**src/led_dim_pkg.sv**
```systemverilog
package led_dim_pkg;
  localparam int CLK_PERIOD_NS = 100;
  localparam int REG_COUNT = 12;
  localparam logic [7:0] ADDR_MODE = 8'h00;
  localparam logic [7:0] ADDR_CFG = 8'h01;
  localparam logic [7:0] ADDR_CURRENT = 8'h02;
  localparam logic [7:0] ADDR_COMP = 8'h03;
  localparam logic [7:0] ADDR_P1_LO = 8'h04;
  localparam logic [7:0] ADDR_P1_HI = 8'h05;
  localparam logic [7:0] ADDR_P2_LO = 8'h06;
  localparam logic [7:0] ADDR_P2_HI = 8'h07;
  localparam logic [7:0] ADDR_ADV = 8'h08;
  localparam logic [7:0] ADDR_FADE = 8'h09;
  localparam logic [7:0] ADDR_SS = 8'h0a;
  localparam logic [7:0] ADDR_STOP = 8'h0b;
  localparam logic [7:0] RST_MODE = 8'h40;
  localparam logic [7:0] RST_CFG = 8'h76;
  localparam logic [7:0] RST_CURRENT = 8'h92;
  localparam logic [7:0] RST_FADE = 8'h1c;
  localparam logic [7:0] RST_ZERO = 8'h00;
  // Field positions
  localparam int MODE_MIX_BIT = 0;
  localparam int MODE_SRC_BIT = 1;
  localparam int MODE_MIXDUTY_LSB = 2;
  localparam int MODE_26K_BIT = 7;
  localparam int CFG_TEN_BIT = 7;
  localparam int COMP_K_MSB = 4;
  localparam int ADV_SEL_MSB = 1;
  localparam int ADV_HEAD_LSB = 2;
  localparam int ADV_SLOPE_LSB = 4;
  localparam int FADE_DITHER_BIT = 4;
  localparam int FADE_TIME_LSB = 5;
  localparam logic [9:0] FULL_CODE = 10'h3ff;
  localparam logic [4:0] COMP_DIV = 5'h1f;
  localparam logic [9:0] OCTAVE0_TOP = 10'h010;
  // Headroom targets in mV
  localparam logic [9:0] HEAD_MV0 = 10'd500;
  localparam logic [9:0] HEAD_MV1 = 10'd570;
  localparam logic [9:0] HEAD_MV2 = 10'd600;
  localparam logic [9:0] HEAD_MV3 = 10'd700;
  // Fade step hold times in ns
  localparam int FADE_T0_NS = 500;
  localparam int FADE_T1_NS = 1000;
  localparam int FADE_T2_NS = 2000;
  localparam int FADE_T3_NS = 4000;
  localparam logic [15:0] FADE_C0 = 16'(FADE_T0_NS / CLK_PERIOD_NS);
  localparam logic [15:0] FADE_C1 = 16'(FADE_T1_NS / CLK_PERIOD_NS);
  localparam logic [15:0] FADE_C2 = 16'(FADE_T2_NS / CLK_PERIOD_NS);
  localparam logic [15:0] FADE_C3 = 16'(FADE_T3_NS / CLK_PERIOD_NS);
  // Shortest full ramp in us, split in seven octaves of 512 steps
  localparam int SLOPE_MIN_US = 7800;
  localparam int OCTAVES = 7;
  localparam int OCTAVE_STEPS = 512;
  localparam logic [15:0] SLOPE_STEP_CYC = 16'(SLOPE_MIN_US * 1000 / OCTAVES / OCTAVE_STEPS / CLK_PERIOD_NS);
endpackage

```
**src/led_dimming_control.sv**
```systemverilog
`timescale 1ns/1ps
module led_dimming_control #(
  parameter logic [6:0] SLAVE_ADDR = 7'h31 // Arbitrary value
) (
  input wire logic sys_clk_i,
  input wire logic rst_b_i,
  input wire logic scl_i,
  input wire logic sda_i,
  output logic sda_o,
  output logic sda_oe_o,
  input wire logic external_duty_input_i,
  input wire logic [47:0] sink_feedback_voltage_i,
  output logic dimming_output_duty_o,
  output logic [7:0] full_scale_led_current_o,
  output logic [7:0] error_amplifier_o,
  output logic [9:0] headroom_target_mv_o,
  output logic register_dc_dimming_mode_o
);
  typedef enum {ST_IDLE, ST_ADDR, ST_PTR, ST_WR, ST_RD} i2c_st_e;

  logic [2:0] sync_w;
  logic scl_s, sda_s, pwm_s;
  logic scl_d_ff, sda_d_ff;
  i2c_st_e st_ff;
  logic [3:0] cnt_ff;
  logic [7:0] shift_ff, tx_ff, ptr_ff;
  logic ack_ff;
  logic wr_stb_ff;
  logic [7:0] wr_addr_ff, wr_data_ff;
  logic [7:0] regs_ff [led_dim_pkg::REG_COUNT];
  logic [9:0] pair1_ff, pair2_ff;
  logic [7:0] rd_byte;

  sync2 #(.WIDTH(3)) u_sync (
    .sys_clk_i(sys_clk_i),
    .rst_b_i(rst_b_i),
    .async_i({scl_i, sda_i, external_duty_input_i}),
    .sync_o(sync_w)
  );
  assign scl_s = sync_w[2];
  assign sda_s = sync_w[1];
  assign pwm_s = sync_w[0];
  assign sda_o = 1'b0;

  wire scl_rise = scl_s & ~scl_d_ff;
  wire scl_fall = ~scl_s & scl_d_ff;
  wire start_c = scl_s & scl_d_ff & sda_d_ff & ~sda_s;
  wire stop_c = scl_s & scl_d_ff & ~sda_d_ff & sda_s;

  always_comb begin
    rd_byte = 8'h00;
    if (ptr_ff < 8'(led_dim_pkg::REG_COUNT)) begin
      rd_byte = regs_ff[ptr_ff[3:0]];
    end
  end

  // Serial register port; open drain, so only low is ever driven
  always_ff @(posedge sys_clk_i or negedge rst_b_i) begin
    if (!rst_b_i) begin
      scl_d_ff <= 1'b1;
      sda_d_ff <= 1'b1;
      st_ff <= ST_IDLE;
      cnt_ff <= 4'h0;
      shift_ff <= 8'h00;
      tx_ff <= 8'h00;
      ptr_ff <= 8'h00;
      ack_ff <= 1'b0;
      sda_oe_o <= 1'b0;
      wr_stb_ff <= 1'b0;
      wr_addr_ff <= 8'h00;
      wr_data_ff <= 8'h00;
    end else begin
      scl_d_ff <= scl_s;
      sda_d_ff <= sda_s;
      wr_stb_ff <= 1'b0;
      if (start_c) begin
        st_ff <= ST_ADDR;
        cnt_ff <= 4'h0;
        ack_ff <= 1'b0;
        sda_oe_o <= 1'b0;
      end else if (stop_c) begin
        st_ff <= ST_IDLE;
        ack_ff <= 1'b0;
        sda_oe_o <= 1'b0;
      end else if (scl_rise && st_ff != ST_IDLE) begin
        if (ack_ff) begin
          if (st_ff == ST_RD && sda_s) begin
            st_ff <= ST_IDLE;
            ack_ff <= 1'b0;
          end
        end else begin
          shift_ff <= {shift_ff[6:0], sda_s};
          cnt_ff <= cnt_ff + 4'h1;
        end
      end else if (scl_fall && st_ff != ST_IDLE) begin
        if (ack_ff) begin
          ack_ff <= 1'b0;
          cnt_ff <= 4'h0;
          sda_oe_o <= 1'b0;
          if (st_ff == ST_RD) begin
            sda_oe_o <= ~rd_byte[7];
            tx_ff <= {rd_byte[6:0], 1'b0};
            ptr_ff <= ptr_ff + 8'h01;
          end
        end else if (cnt_ff == 4'h8) begin
          ack_ff <= 1'b1;
          sda_oe_o <= 1'b1;
          case (st_ff)
            ST_ADDR: begin
              if (shift_ff[7:1] != SLAVE_ADDR) begin
                st_ff <= ST_IDLE;
                ack_ff <= 1'b0;
                sda_oe_o <= 1'b0;
              end else if (shift_ff[0]) begin
                st_ff <= ST_RD;
              end else begin
                st_ff <= ST_PTR;
              end
            end
            ST_PTR: begin
              ptr_ff <= shift_ff;
              st_ff <= ST_WR;
            end
            ST_WR: begin
              wr_stb_ff <= 1'b1;
              wr_addr_ff <= ptr_ff;
              wr_data_ff <= shift_ff;
              ptr_ff <= ptr_ff + 8'h01;
            end
            default: begin
              sda_oe_o <= 1'b0;
            end
          endcase
        end else if (st_ff == ST_RD) begin
          sda_oe_o <= ~tx_ff[7];
          tx_ff <= {tx_ff[6:0], 1'b0};
        end
      end
    end
  end

  // Register file; unmapped writes are dropped
  always_ff @(posedge sys_clk_i or negedge rst_b_i) begin
    if (!rst_b_i) begin
      for (int i = 0; i < led_dim_pkg::REG_COUNT; i++) begin
        regs_ff[i] <= led_dim_pkg::RST_ZERO;
      end
      regs_ff[led_dim_pkg::ADDR_MODE[3:0]] <= led_dim_pkg::RST_MODE;
      regs_ff[led_dim_pkg::ADDR_CFG[3:0]] <= led_dim_pkg::RST_CFG;
      regs_ff[led_dim_pkg::ADDR_CURRENT[3:0]] <= led_dim_pkg::RST_CURRENT;
      regs_ff[led_dim_pkg::ADDR_FADE[3:0]] <= led_dim_pkg::RST_FADE;
    end else if (wr_stb_ff && wr_addr_ff < 8'(led_dim_pkg::REG_COUNT)) begin
      regs_ff[wr_addr_ff[3:0]] <= wr_data_ff;
    end
  end

  wire ten_bit = regs_ff[led_dim_pkg::ADDR_CFG[3:0]][led_dim_pkg::CFG_TEN_BIT];

  // Pairs apply as one unit; the upper half commits in 10-bit mode
  always_ff @(posedge sys_clk_i or negedge rst_b_i) begin
    if (!rst_b_i) begin
      pair1_ff <= 10'h000;
      pair2_ff <= 10'h000;
    end else if (wr_stb_ff) begin
      if (ten_bit) begin
        if (wr_addr_ff == led_dim_pkg::ADDR_P1_HI) begin
          pair1_ff <= {wr_data_ff[1:0], regs_ff[led_dim_pkg::ADDR_P1_LO[3:0]]};
        end else if (wr_addr_ff == led_dim_pkg::ADDR_P2_HI) begin
          pair2_ff <= {wr_data_ff[1:0], regs_ff[led_dim_pkg::ADDR_P2_LO[3:0]]};
        end
      end else if (wr_addr_ff == led_dim_pkg::ADDR_P1_LO) begin
        pair1_ff <= {wr_data_ff, wr_data_ff[7:6]};
      end else if (wr_addr_ff == led_dim_pkg::ADDR_P2_LO) begin
        pair2_ff <= {wr_data_ff, wr_data_ff[7:6]};
      end
    end
  end

  // Input duty over a fixed 1023-sample window: no divider needed
  logic [9:0] win_ff, high_ff, pwm_duty_ff;
  always_ff @(posedge sys_clk_i or negedge rst_b_i) begin
    if (!rst_b_i) begin
      win_ff <= 10'h000;
      high_ff <= 10'h000;
      pwm_duty_ff <= 10'h000;
    end else if (win_ff == led_dim_pkg::FULL_CODE - 10'h001) begin
      win_ff <= 10'h000;
      high_ff <= 10'h000;
      pwm_duty_ff <= high_ff + {9'h000, pwm_s};
    end else begin
      win_ff <= win_ff + 10'h001;
      high_ff <= high_ff + {9'h000, pwm_s};
    end
  end

  // Source and mode selection
  wire [7:0] mode = regs_ff[led_dim_pkg::ADDR_MODE[3:0]];
  wire [7:0] adv = regs_ff[led_dim_pkg::ADDR_ADV[3:0]];
  wire [7:0] fade = regs_ff[led_dim_pkg::ADDR_FADE[3:0]];
  wire src_reg = mode[led_dim_pkg::MODE_SRC_BIT];
  wire dc_mode = mode[led_dim_pkg::MODE_26K_BIT] & src_reg & mode[led_dim_pkg::MODE_MIX_BIT] &
                 (mode[led_dim_pkg::MODE_MIXDUTY_LSB+1:led_dim_pkg::MODE_MIXDUTY_LSB] == 2'b00);
  logic [9:0] src_code, level_code, duty_code;
  logic [19:0] prod;
  always_comb begin
    src_code = src_reg ? pair1_ff : pwm_duty_ff;
    prod = 20'h00000;
    level_code = src_code;
    duty_code = src_code;
    if (adv[led_dim_pkg::ADV_SEL_MSB]) begin
      prod = src_code * pair2_ff;
      level_code = prod[19:10];
    end else if (adv[0] && !src_reg) begin
      prod = pwm_duty_ff * pair1_ff;
      level_code = prod[19:10];
    end
    if (dc_mode) begin
      duty_code = led_dim_pkg::FULL_CODE;
    end
  end

  // Ramp timing: smart dither slope, DC fade, soft-start stretch
  logic [9:0] ramp_ff;
  logic [15:0] step_cnt_ff, step_cyc;
  logic soft_ff;
  wire [2:0] slope = adv[led_dim_pkg::ADV_SLOPE_LSB+2:led_dim_pkg::ADV_SLOPE_LSB];
  wire dither_en = fade[led_dim_pkg::FADE_DITHER_BIT];
  wire [1:0] ss_mult = regs_ff[led_dim_pkg::ADDR_SS[3:0]][1:0];
  always_comb begin
    case (fade[led_dim_pkg::FADE_TIME_LSB+1:led_dim_pkg::FADE_TIME_LSB])
      2'b00: step_cyc = led_dim_pkg::FADE_C0;
      2'b01: step_cyc = led_dim_pkg::FADE_C1;
      2'b10: step_cyc = led_dim_pkg::FADE_C2;
      default: step_cyc = led_dim_pkg::FADE_C3;
    endcase
    if (dither_en && !dc_mode) begin
      step_cyc = led_dim_pkg::SLOPE_STEP_CYC << ((slope == 3'h0) ? 3'h0 : slope - 3'h1);
      if (ramp_ff < led_dim_pkg::OCTAVE0_TOP) begin
        step_cyc = step_cyc >> 1;
      end
    end
    if (soft_ff) begin
      step_cyc = step_cyc << ss_mult;
    end
  end

  wire ramp_on = dither_en | dc_mode | soft_ff;
  always_ff @(posedge sys_clk_i or negedge rst_b_i) begin
    if (!rst_b_i) begin
      ramp_ff <= 10'h000;
      step_cnt_ff <= 16'h0000;
      soft_ff <= 1'b1;
    end else if (!ramp_on) begin
      ramp_ff <= level_code;
      step_cnt_ff <= 16'h0000;
    end else if (ramp_ff == level_code) begin
      step_cnt_ff <= 16'h0000;
      soft_ff <= soft_ff & (level_code == 10'h000);
    end else if (step_cnt_ff + 16'h0001 >= step_cyc) begin
      step_cnt_ff <= 16'h0000;
      ramp_ff <= (ramp_ff < level_code) ? ramp_ff + 10'h001 : ramp_ff - 10'h001;
    end else begin
      step_cnt_ff <= step_cnt_ff + 16'h0001;
    end
  end

  // Compensation and current scaling; a wide constant divider, area for simplicity
  wire [4:0] comp_k = regs_ff[led_dim_pkg::ADDR_COMP[3:0]][led_dim_pkg::COMP_K_MSB:0];
  wire [7:0] stop_duty = regs_ff[led_dim_pkg::ADDR_STOP[3:0]];
  wire [7:0] full_scale_led_current = regs_ff[led_dim_pkg::ADDR_CURRENT[3:0]];
  logic [24:0] bend;
  logic [9:0] comp_code;
  logic [17:0] cur;
  always_comb begin
    bend = 25'(ramp_ff * (led_dim_pkg::FULL_CODE - ramp_ff) * comp_k) /
           25'(led_dim_pkg::FULL_CODE * led_dim_pkg::COMP_DIV);
    comp_code = ramp_ff - bend[9:0];
    if (stop_duty != 8'h00 && ramp_ff[9:2] >= stop_duty) begin
      comp_code = ramp_ff;
    end
    cur = 18'(full_scale_led_current * comp_code) / 18'(led_dim_pkg::FULL_CODE);
  end

  // Lowest sink to the error amplifier
  logic [7:0] fb_min;
  always_comb begin
    fb_min = sink_feedback_voltage_i[7:0];
    for (int i = 1; i < 6; i++) begin
      if (sink_feedback_voltage_i[i*8 +: 8] < fb_min) begin
        fb_min = sink_feedback_voltage_i[i*8 +: 8];
      end
    end
  end

  // Output period; duty and DC mode only change at the wrap
  logic [9:0] per_ff, duty_ff;
  logic dc_ff;
  wire per_end = (per_ff == led_dim_pkg::FULL_CODE - 10'h001);
  always_ff @(posedge sys_clk_i or negedge rst_b_i) begin
    if (!rst_b_i) begin
      per_ff <= 10'h000;
      duty_ff <= 10'h000;
      dc_ff <= 1'b0;
    end else if (per_end) begin
      per_ff <= 10'h000;
      duty_ff <= duty_code;
      dc_ff <= dc_mode;
    end else begin
      per_ff <= per_ff + 10'h001;
    end
  end

  always_ff @(posedge sys_clk_i or negedge rst_b_i) begin
    if (!rst_b_i) begin
      dimming_output_duty_o <= 1'b0;
      full_scale_led_current_o <= 8'h00;
      error_amplifier_o <= 8'h00;
      headroom_target_mv_o <= led_dim_pkg::HEAD_MV0;
      register_dc_dimming_mode_o <= 1'b0;
    end else begin
      dimming_output_duty_o <= dc_ff | (per_ff < duty_ff);
      full_scale_led_current_o <= cur[7:0];
      error_amplifier_o <= fb_min;
      register_dc_dimming_mode_o <= dc_ff;
      case (adv[led_dim_pkg::ADV_HEAD_LSB+1:led_dim_pkg::ADV_HEAD_LSB])
        2'b00: headroom_target_mv_o <= led_dim_pkg::HEAD_MV0;
        2'b01: headroom_target_mv_o <= led_dim_pkg::HEAD_MV1;
        2'b10: headroom_target_mv_o <= led_dim_pkg::HEAD_MV2;
        default: headroom_target_mv_o <= led_dim_pkg::HEAD_MV3;
      endcase
    end
  end

  property p_dc_high;
    @(posedge sys_clk_i) disable iff (!rst_b_i) dc_ff |=> dimming_output_duty_o;
  endproperty
  a_dc_high: assert property (p_dc_high) else $error("DC mode output not high");

  property p_duty_hold;
    @(posedge sys_clk_i) disable iff (!rst_b_i) !per_end |=> $stable(duty_ff) && $stable(dc_ff);
  endproperty
  a_duty_hold: assert property (p_duty_hold) else $error("duty changed mid period");

  property p_no_comp;
    @(posedge sys_clk_i) disable iff (!rst_b_i) (comp_k == 5'h00) |-> comp_code == ramp_ff;
  endproperty
  a_no_comp: assert property (p_no_comp) else $error("compensation with zero ratio");

  property p_stop_comp;
    @(posedge sys_clk_i) disable iff (!rst_b_i)
      (stop_duty != 8'h00 && ramp_ff[9:2] >= stop_duty) |-> comp_code == ramp_ff;
  endproperty
  a_stop_comp: assert property (p_stop_comp) else $error("compensation past stop duty");

  property p_fb_min;
    @(posedge sys_clk_i) disable iff (!rst_b_i)
      ##1 error_amplifier_o <= $past(sink_feedback_voltage_i[15:8]) &&
          error_amplifier_o <= $past(sink_feedback_voltage_i[47:40]);
  endproperty
  a_fb_min: assert property (p_fb_min) else $error("feedback minimum wrong");

  property p_pair_hold;
    @(posedge sys_clk_i) disable iff (!rst_b_i)
      (wr_stb_ff && ten_bit && wr_addr_ff == led_dim_pkg::ADDR_P1_LO) |=> $stable(pair1_ff);
  endproperty
  a_pair_hold: assert property (p_pair_hold) else $error("pair applied on first half");

  property p_plain_pwm;
    @(posedge sys_clk_i) disable iff (!rst_b_i)
      (!mode[led_dim_pkg::MODE_26K_BIT] && !src_reg && adv[led_dim_pkg::ADV_SEL_MSB:0] == 2'b00)
        |-> level_code == pwm_duty_ff && duty_code == pwm_duty_ff;
  endproperty
  a_plain_pwm: assert property (p_plain_pwm) else $error("plain mode not following input");

  property p_soft_stretch;
    @(posedge sys_clk_i) disable iff (!rst_b_i)
      (soft_ff && !dither_en && fade[led_dim_pkg::FADE_TIME_LSB+1:led_dim_pkg::FADE_TIME_LSB] == 2'b00)
        |-> step_cyc == (led_dim_pkg::FADE_C0 << ss_mult);
  endproperty
  a_soft_stretch: assert property (p_soft_stretch) else $error("soft start stretch wrong");

  property p_dither_off;
    @(posedge sys_clk_i) disable iff (!rst_b_i)
      (!dither_en && !soft_ff && fade[led_dim_pkg::FADE_TIME_LSB+1:led_dim_pkg::FADE_TIME_LSB] == 2'b00)
        |-> step_cyc == led_dim_pkg::FADE_C0;
  endproperty
  a_dither_off: assert property (p_dither_off) else $error("fade time not used");
endmodule

```
**src/sync2.sv**
```systemverilog
`timescale 1ns/1ps
module sync2 #(
  parameter int WIDTH = 1
) (
  input wire logic sys_clk_i,
  input wire logic rst_b_i,
  input wire logic [WIDTH-1:0] async_i,
  output logic [WIDTH-1:0] sync_o
);
  logic [WIDTH-1:0] meta_ff;

  always_ff @(posedge sys_clk_i or negedge rst_b_i) begin
    if (!rst_b_i) begin
      meta_ff <= '0;
      sync_o <= '0;
    end else begin
      meta_ff <= async_i;
      sync_o <= meta_ff;
    end
  end
endmodule
```
**config.mk**
```make
export PLATFORM = sky130hd
export DESIGN_NAME = led_dimming_control
export DESIGN_NICKNAME = d
export VERILOG_FILES = /design/src/led_dim_pkg.sv /design/src/led_dimming_control.sv /design/src/sync2.sv
export SDC_FILE = /design/constraint.sdc
export NUM_CORES = 2
export LEC_CHECK = 0
export ABC_CLOCK_PERIOD_IN_PS = 81300
export BUFFER_PORTS_ARGS = -buffer_cell sky130_fd_sc_hd__buf_2
export CORE_MARGIN = 5
export CORE_UTILIZATION = 55
export DETAILED_ROUTE_END_ITERATION = 12
export HOLD_SLACK_MARGIN = 0.05
export MAX_ROUTING_LAYER = met4
export PLACE_DENSITY = 0.8
export SYNTH_ARGS = -nofsm -noshare
export SYNTH_HDL_FRONTEND = slang
export SYNTH_HIERARCHICAL = 1
export SYNTH_SLANG_ARGS = --single-unit
```
**constraint.sdc**
```tcl
create_clock -name sys_clk_i -period 81.3 [get_ports sys_clk_i]
set_clock_uncertainty 0.05 [all_clocks]
set_input_delay 16.26 -clock sys_clk_i [delete_from_list [all_inputs] [get_ports sys_clk_i]]
set_output_delay 16.26 -clock sys_clk_i [all_outputs]
set_load 0.005 [all_outputs]
```
== Word level (Yosys, flattened, before mapping) ==
Index checks and enable logic that the tools add are counted.
Word-level totals
  register bits after elaboration: 309
  output and inout port bits: 30
  logic and storage cells: 266
Operators by class
  $add $sub $neg: 11
  multiply operators: 5
  divide/modulo/power cells: 2
  $lt $le $gt $ge: 15
  eq/ne operators: 33
  shift operators: 2
  muxes and demuxes: 92
  bitwise gates (word level): 26
  reduce and logical (&&, ||, !) cells: 38
Operator list (number)
  $mux 32: 8
  $mux 10: 20
  $mux 8: 16
  $bwmux 96: 1
  $mux 16: 6
  $eq 32x2->1 const B: 2
  $pmux 32 s2: 1
  $lt 8x8->1: 5
  $mul 10x10->20: 2
  $bmux 8 s4: 1
  $demux 8 s4: 1
  $eq 32x1->1 const B: 1
  $eq 32x4->1 const B: 1
  $eq 8x3->1 const B: 4
  $reduce_bool 32->1: 1
  $add 10x1->10 const B: 3
  $pmux 10 s3: 1
  $div 25x15->25 const B: 1
  $mul 25x5->25: 1
  $mux 1: 25
  $mux 4: 6
  $mul 11x11->22: 1
  $eq 10x10->1 const B: 2
  $lt 10x10->1: 2
  56 further kinds: 112

== Logic depth before layout (Yosys ltp) ==
  depth in word-level cells: 12
  mapped depth: 152
  gate-level depth less buffers: 142

== By module ==
The synthesis kept the hierarchy.
By module, submodules not included
  led_dimming_control: instances 1, cells each 4453, area an instance 37841.3 µm², seq. area each 6755.2 µm²
  sync2: instances 1, cells each 6, area an instance 150.1 µm², seq. area each 150.1 µm²

== Worst setup path before layout ==
Ideal clock, no wire load.
  path type: reg-to-reg
  start: reg ramp_ff[4]
  end: reg full_scale_led_current_o[0]
  setup time: 0.095 ns
  data arrival time: 32.031 ns
  data required time: 81.155 ns
  path slack: 49.124 ns
  cell stages (with the launch flop): 142
  period minus slack after synthesis: 32.176 ns
  cells stage by stage: dfrtp_1 > inv_1 > buf_1 > nand2_1 > fa_1 > inv_1 > ha_1 > fa_1 > inv_1 > fa_1 > fa_1 > inv_1 > ha_1 > o21ai_0 > nand2b_1 > a21oi_1 > o21ai_0 > a21oi_1 > (+106 left out) > a21boi_1 > a31o_2 > nand2_1 > or3_1 > nand2_1 > nand2_1 > maj3_1 > xor2_1 > or3_1 > nand2_1 > xor2_1 > ha_1 > nand2_1 > or4b_2 > nor3_1 > o21ai_0 > xnor2_1 > o31ai_1
Between the ends
  longest elaborated chain between the ends: 8
  elaborated cells between the ends (all ways): 10
  classes of those cells: add/sub: 2; mul: 3; div: 2; order compare: 1; mux: 1; reduce/logical: 1
Ends and longest elaborated chain
  start: declaration: RTL line led_dimming_control.sv:223  | logic [9:0] ramp_ff;
  start signal: assignment: RTL line led_dimming_control.sv:254  | ramp_ff <= level_code;
  start signal: assignment: RTL line led_dimming_control.sv:261  | ramp_ff <= (ramp_ff < level_code) ? ramp_ff + 10'h001 : ramp_ff - 10'h001;
  $sub 10x10->11: RTL line led_dimming_control.sv:275  | bend = 25'(ramp_ff * (led_dim_pkg::FULL_CODE - ramp_ff) * comp_k) /
  $mul 11x11->22: RTL line led_dimming_control.sv:275
  $mul 25x5->25: RTL line led_dimming_control.sv:275
  $div 25x15->25: RTL line led_dimming_control.sv:275
  $sub 10x10->10: RTL line led_dimming_control.sv:277  | comp_code = ramp_ff - bend[9:0];
  $mux 10 (*): RTL line led_dimming_control.sv:278  | if (stop_duty != 8'h00 && ramp_ff[9:2] >= stop_duty) begin
  $mul 8x10->18 (*): RTL line led_dimming_control.sv:281  | cur = 18'(full_scale_led_current * comp_code) / 18'(led_dim_pkg::FULL_CODE);
  $div 18x10->18 (*): RTL line led_dimming_control.sv:281
  net cur[0]: RTL line led_dimming_control.sv:273  | logic [17:0] cur;
  end signal: assignment: RTL line led_dimming_control.sv:322  | full_scale_led_current_o <= cur[7:0];
  end: declaration: RTL line led_dimming_control.sv:14  | output logic [7:0] full_scale_led_current_o,
Mark *: on every way through the listed nets, which the timed path passes. The rest lies on a longest branch.
A chain may end at the register's enable or synchronous reset.

== Worst setup path after layout ==
Ends and elaborated chain as after synthesis.

==> results by group <==
Worst setup path
  – Crit end category: flip-flop
  – Reg2reg end: full_scale_led_current_o[0]$_DFF_PN0_
  – R2R depth: 131
  – R2r startpoint: ramp_ff[4]$_DFFE_PN0P_
  – R2R Setup Slk: 43.69 ns
  – Slowest stage delay, CP: 0.86 ns
  – Crit path top cell by count: fa_1
  – Worst path required time: 81.72 ns
  – Setup crit start kind: flip-flop
  – CP arrival: 38.03 ns
  – Crit Path Class: flip-flop to flip-flop
  – Crit. Startpoint: ramp_ff[4]$_DFFE_PN0P_
  – Critical-path maximum fanout: 15
  – Slowest library cell on the worst path: a2111oi_0

Placed design
  – Port-buffer cells: 79
  – Post-place setup slack: 44.27 ns
  – Dpl hpwl: between 70000 and 80000 um
  – GPL Wtd Cong: 0.9456

Global routing
  – Initial antenna violation count: 1
  – Total grt overflow: 0
  – Vias in the first global route: 31910
  – GRT Total Usage: 0.2614
  – First-pass GRT wire length: 160500 um
  – Largest net degree at the start of global routing: between 150 and 200

Clocking
  – # resized after CTS: 0
  – CTS Sinks: 275
  – CTS tree: built
  – CTS Buf Count: 34
  – Hold buffers post-CTS: 0
  – Post-CTS Setup Inserts: 0
  – Clock Tree Buf Depth: 3
  – Worst-path clk slew: about 0.060 ns
  – CTS Root Cell: clkbuf_16
  – CTS HTree Levels: 2
  – Worst-Skew Late Latency: around 0.58 ns

Synthesis
  – Prevailing post-synth register cell: dfrtp_1
  – Seq/Total Area, Yosys: 0.1818
  – Top cells by area, synth: dfrtp_1 (17%), fa_1 (15%), ha_1 (12%), inv_1 (4.8%), nand2_1 (4.8%)
  – Mapped Cells: 4459
  – Area fraction of the dominant cell type after synthesis: 0.1686
  – Synth unique cells: 134
  – Mapped cell area: 37990 um2
  – Average size of a mapped cell: 8.520 um2
  – Number of synthesized flops with an enable pin: 0
  – Asr flop ratio synth: 1.000
  – Yosys top cell by area: dfrtp_1
  – Yosys warns: 6
  – FF+latch count, synth: 275

Timing
  – Worst-margin pin slew: 1.188 ns
  – Minimum clock period: approximately 38 ns
  – Final hold viol count: 0
  – TNS Setup: 0 ns
  – Final Slew Violations: 0
  – Final period utilization: 0.4626
  – Setup WS post-layout: 43.69 ns
  – Unrepaired setup endpoints after global routing: no
  – Final setup violation count: 0
  – Fmax: 0.02659 GHz
  – Rel. slew slack: 0.2064

Pwr
  – Combinational Power Share: 0.084
  – Flop pwr share: 0.423
  – Cell internal pwr: 255.2 uW
  – Clock power frac: 0.493
  – Switch Pwr: 83.95 uW
  – Max VDD drop: approximately 12 uV
  – Net Sw Frac: 0.2475
  – Pwr Density: about 8.4 nW/um2
  – Leak pwr: 0.01956 uW

Cells and area
  – # nets final: just over 5000
  – Share of post-route cells with drive strength above 1: 0.1021
  – Layout fillers: 5931
  – Area Growth Syn to Fin: 5.856%

Drt
  – Met3 WL: between 5000 and 6000 um
  – Wirelength per Cell: 17.71 um
  – Vias: 32250
  – Vias per cell: between 6 and 7
  – Top Layer Used: met4
  – DRC errors left: 0
  – Starting DRT DRC Count: around 2500
  – First drt pass iteration count: 6
  – Final ANT Viol Nets: 0
  – Sum of routed wire segments on met1: between 40000 and 50000 um
  – WL met2: approximately 44000 um
  – Drt total wl: 95140 um

Die
  – Die width: approximately 270 um
  – CORE AREA: about 69000 um2
  – Die footprint: 74430 um2
  – I/O pin cnt: 83
  – Initial Util: 0.5539
  – Die height: 272.8 um
  – Row count: 96

Min path
  – Hold Path Depth: 0
  – Hold WC Path Type: flip-flop to flip-flop
  – Hold Startpoint: u_sync/meta_ff[0]$_DFF_PN0_
  – Hold Path End: u_sync/sync_o[0]$_DFF_PN0_

Outcome
  – Status: finished clean

Job
  – Max Cap Viol: 0
[through the flow]
| step | hold slack (ns) | total power, uW | std cells | area, um2 | util |
|---|---|---|---|---|---|
| after global placement | 0.2816 | 173.2 | 5308 | 38980 | 0.5684 |
| after detailed placement | 0.2856 | 174.5 | 5308 | 38980 | 0.5684 |
| after floorplan | 0.2812 | 164.0 | 4462 | 38000 | - |
| final | 0.2967 | 339.1 | 5371 | 40220 | 0.5864 |
| after CTS | 0.2909 | 342.3 | 5370 | 40210 | 0.5863 |
| after global routing | 0.3065 | 351.6 | 5371 | 40220 | 0.5864 |
[cells in the final DEF, fill, tap and decap left out, types with 18 or more instances in the layout]
cell,count
ha_1,367
a31oi_1,45
o22ai_1,22
mux2i_1,51
a21o_1,70
nor2b_1,81
or2_2,19
xnor2_1,120
dfstp_2,19
nor3_1,83
nor4_1,23
or3_1,27
dfrtp_1,256
nor2_1,313
nand3_1,92
fa_1,279
and3_1,51
a211oi_1,27
clkbuf_16,35
o21ai_0,188
buf_2,78
xor2_1,70
mux4_2,24
mux2_2,126
o21a_1,42
inv_1,486
nand2b_1,56
and2_1,196
buf_4,18
nand2_1,483
a21oi_1,219
nand4_1,37
o211ai_1,50
[power by group through the flow]
stage	registers [uW]	clock network (uW)	logic, uW
after detailed placement	146	0	28.7
after global placement	146	0	27.6
final	143	167	28.6
after CTS	143	170	28.9
after global routing	144	175	32.8
after floorplan	145	0	18.7
[critical path: cells and delay by family (launching register included)]
family                     cells  cell delay, ns
and+or+nand+nor               28            7.36
buffers and inverters         12            1.35
adders and majority gates     17            7.31
AOI/OAI and AO/OA             60           15.30
DFF                            1            0.57
muxes                          3            1.21
xor gates and xnor gates      11            4.36
[per-layer routing]
metal,vias to the layer above,GRT usage
met4,0,0.06978
met5,-,-
met3,176,0.03213
li1,15280,-
met2,1080,0.4155
met1,15710,0.3581
[cell usage after synthesis (27+ instances only)]
cell type and number:
nand2b_1 56, nand2_1 483, nand3_1 92, mux2_2 126, nor2b_1 81, a21oi_1 219
dfrtp_1 256, nor3_1 84, nor2_1 315, xnor2_1 120, o21ai_0 188, fa_1 279
inv_1 486, a21o_1 70, and2_1 196, nand4_1 37, clkbuf_1 145, and3_1 51
ha_1 367, a31oi_1 45, o21a_1 42, xor2_1 70, o211ai_1 50, or3_1 27
a211oi_1 27, mux2i_1 51
[final cells by class]
type | instances | area, um2 | share of cell area
inverters | 497 | 1873 | 0.04657
clock inverters | 18 | 261.5 | 0.006502
clock buffers | 44 | 969.7 | 0.02411
flip-flops and latches | 275 | 6905 | 0.1717
well taps | 931 | 1165 | 0.02897
multi-input cells | 3507 | 28480 | 0.7081
diodes | 1 | 2.502 | 0.00006222
repair buffers | 98 | 560.5 | 0.01394
[registers in the layout, summed over array words and instances, names as in the netlist, 10 cells and up]
signal,cells
per_ff,10
step_cnt_ff,16
duty_ff,10
regs_ff,51
high_ff,10
pair1_ff,10
pwm_duty_ff,10
ramp_ff,10
pair2_ff,10
win_ff,10
[logic make-up after synthesis]
| group | synth area share |
|---|---|
| adder cells (fa/ha/maj) | 0.2692 |
| other | 0.0001977 |
| AO/OA/AOI/OAI | 0.1690 |
| XOR/XNOR | 0.04594 |
| multiplexers | 0.06643 |
| flip-flops | 0.1818 |
| buffers and inverters | 0.06936 |
| AND/OR/NAND/NOR | 0.1981 |
[how the worst max path moves through the flow]
stage	slack [ns]	to
after floorplan	49.12	full_scale_led_current_o[0]$_DFF_PN0_
after global placement	45.22	full_scale_led_current_o[0]$_DFF_PN0_
after detailed placement	44.27	full_scale_led_current_o[0]$_DFF_PN0_
after CTS	44.12	full_scale_led_current_o[0]$_DFF_PN0_
after global routing	40.49	full_scale_led_current_o[0]$_DFF_PN0_
final	43.69	full_scale_led_current_o[0]$_DFF_PN0_
No activity file was read; power rests on OpenSTA's default activity.
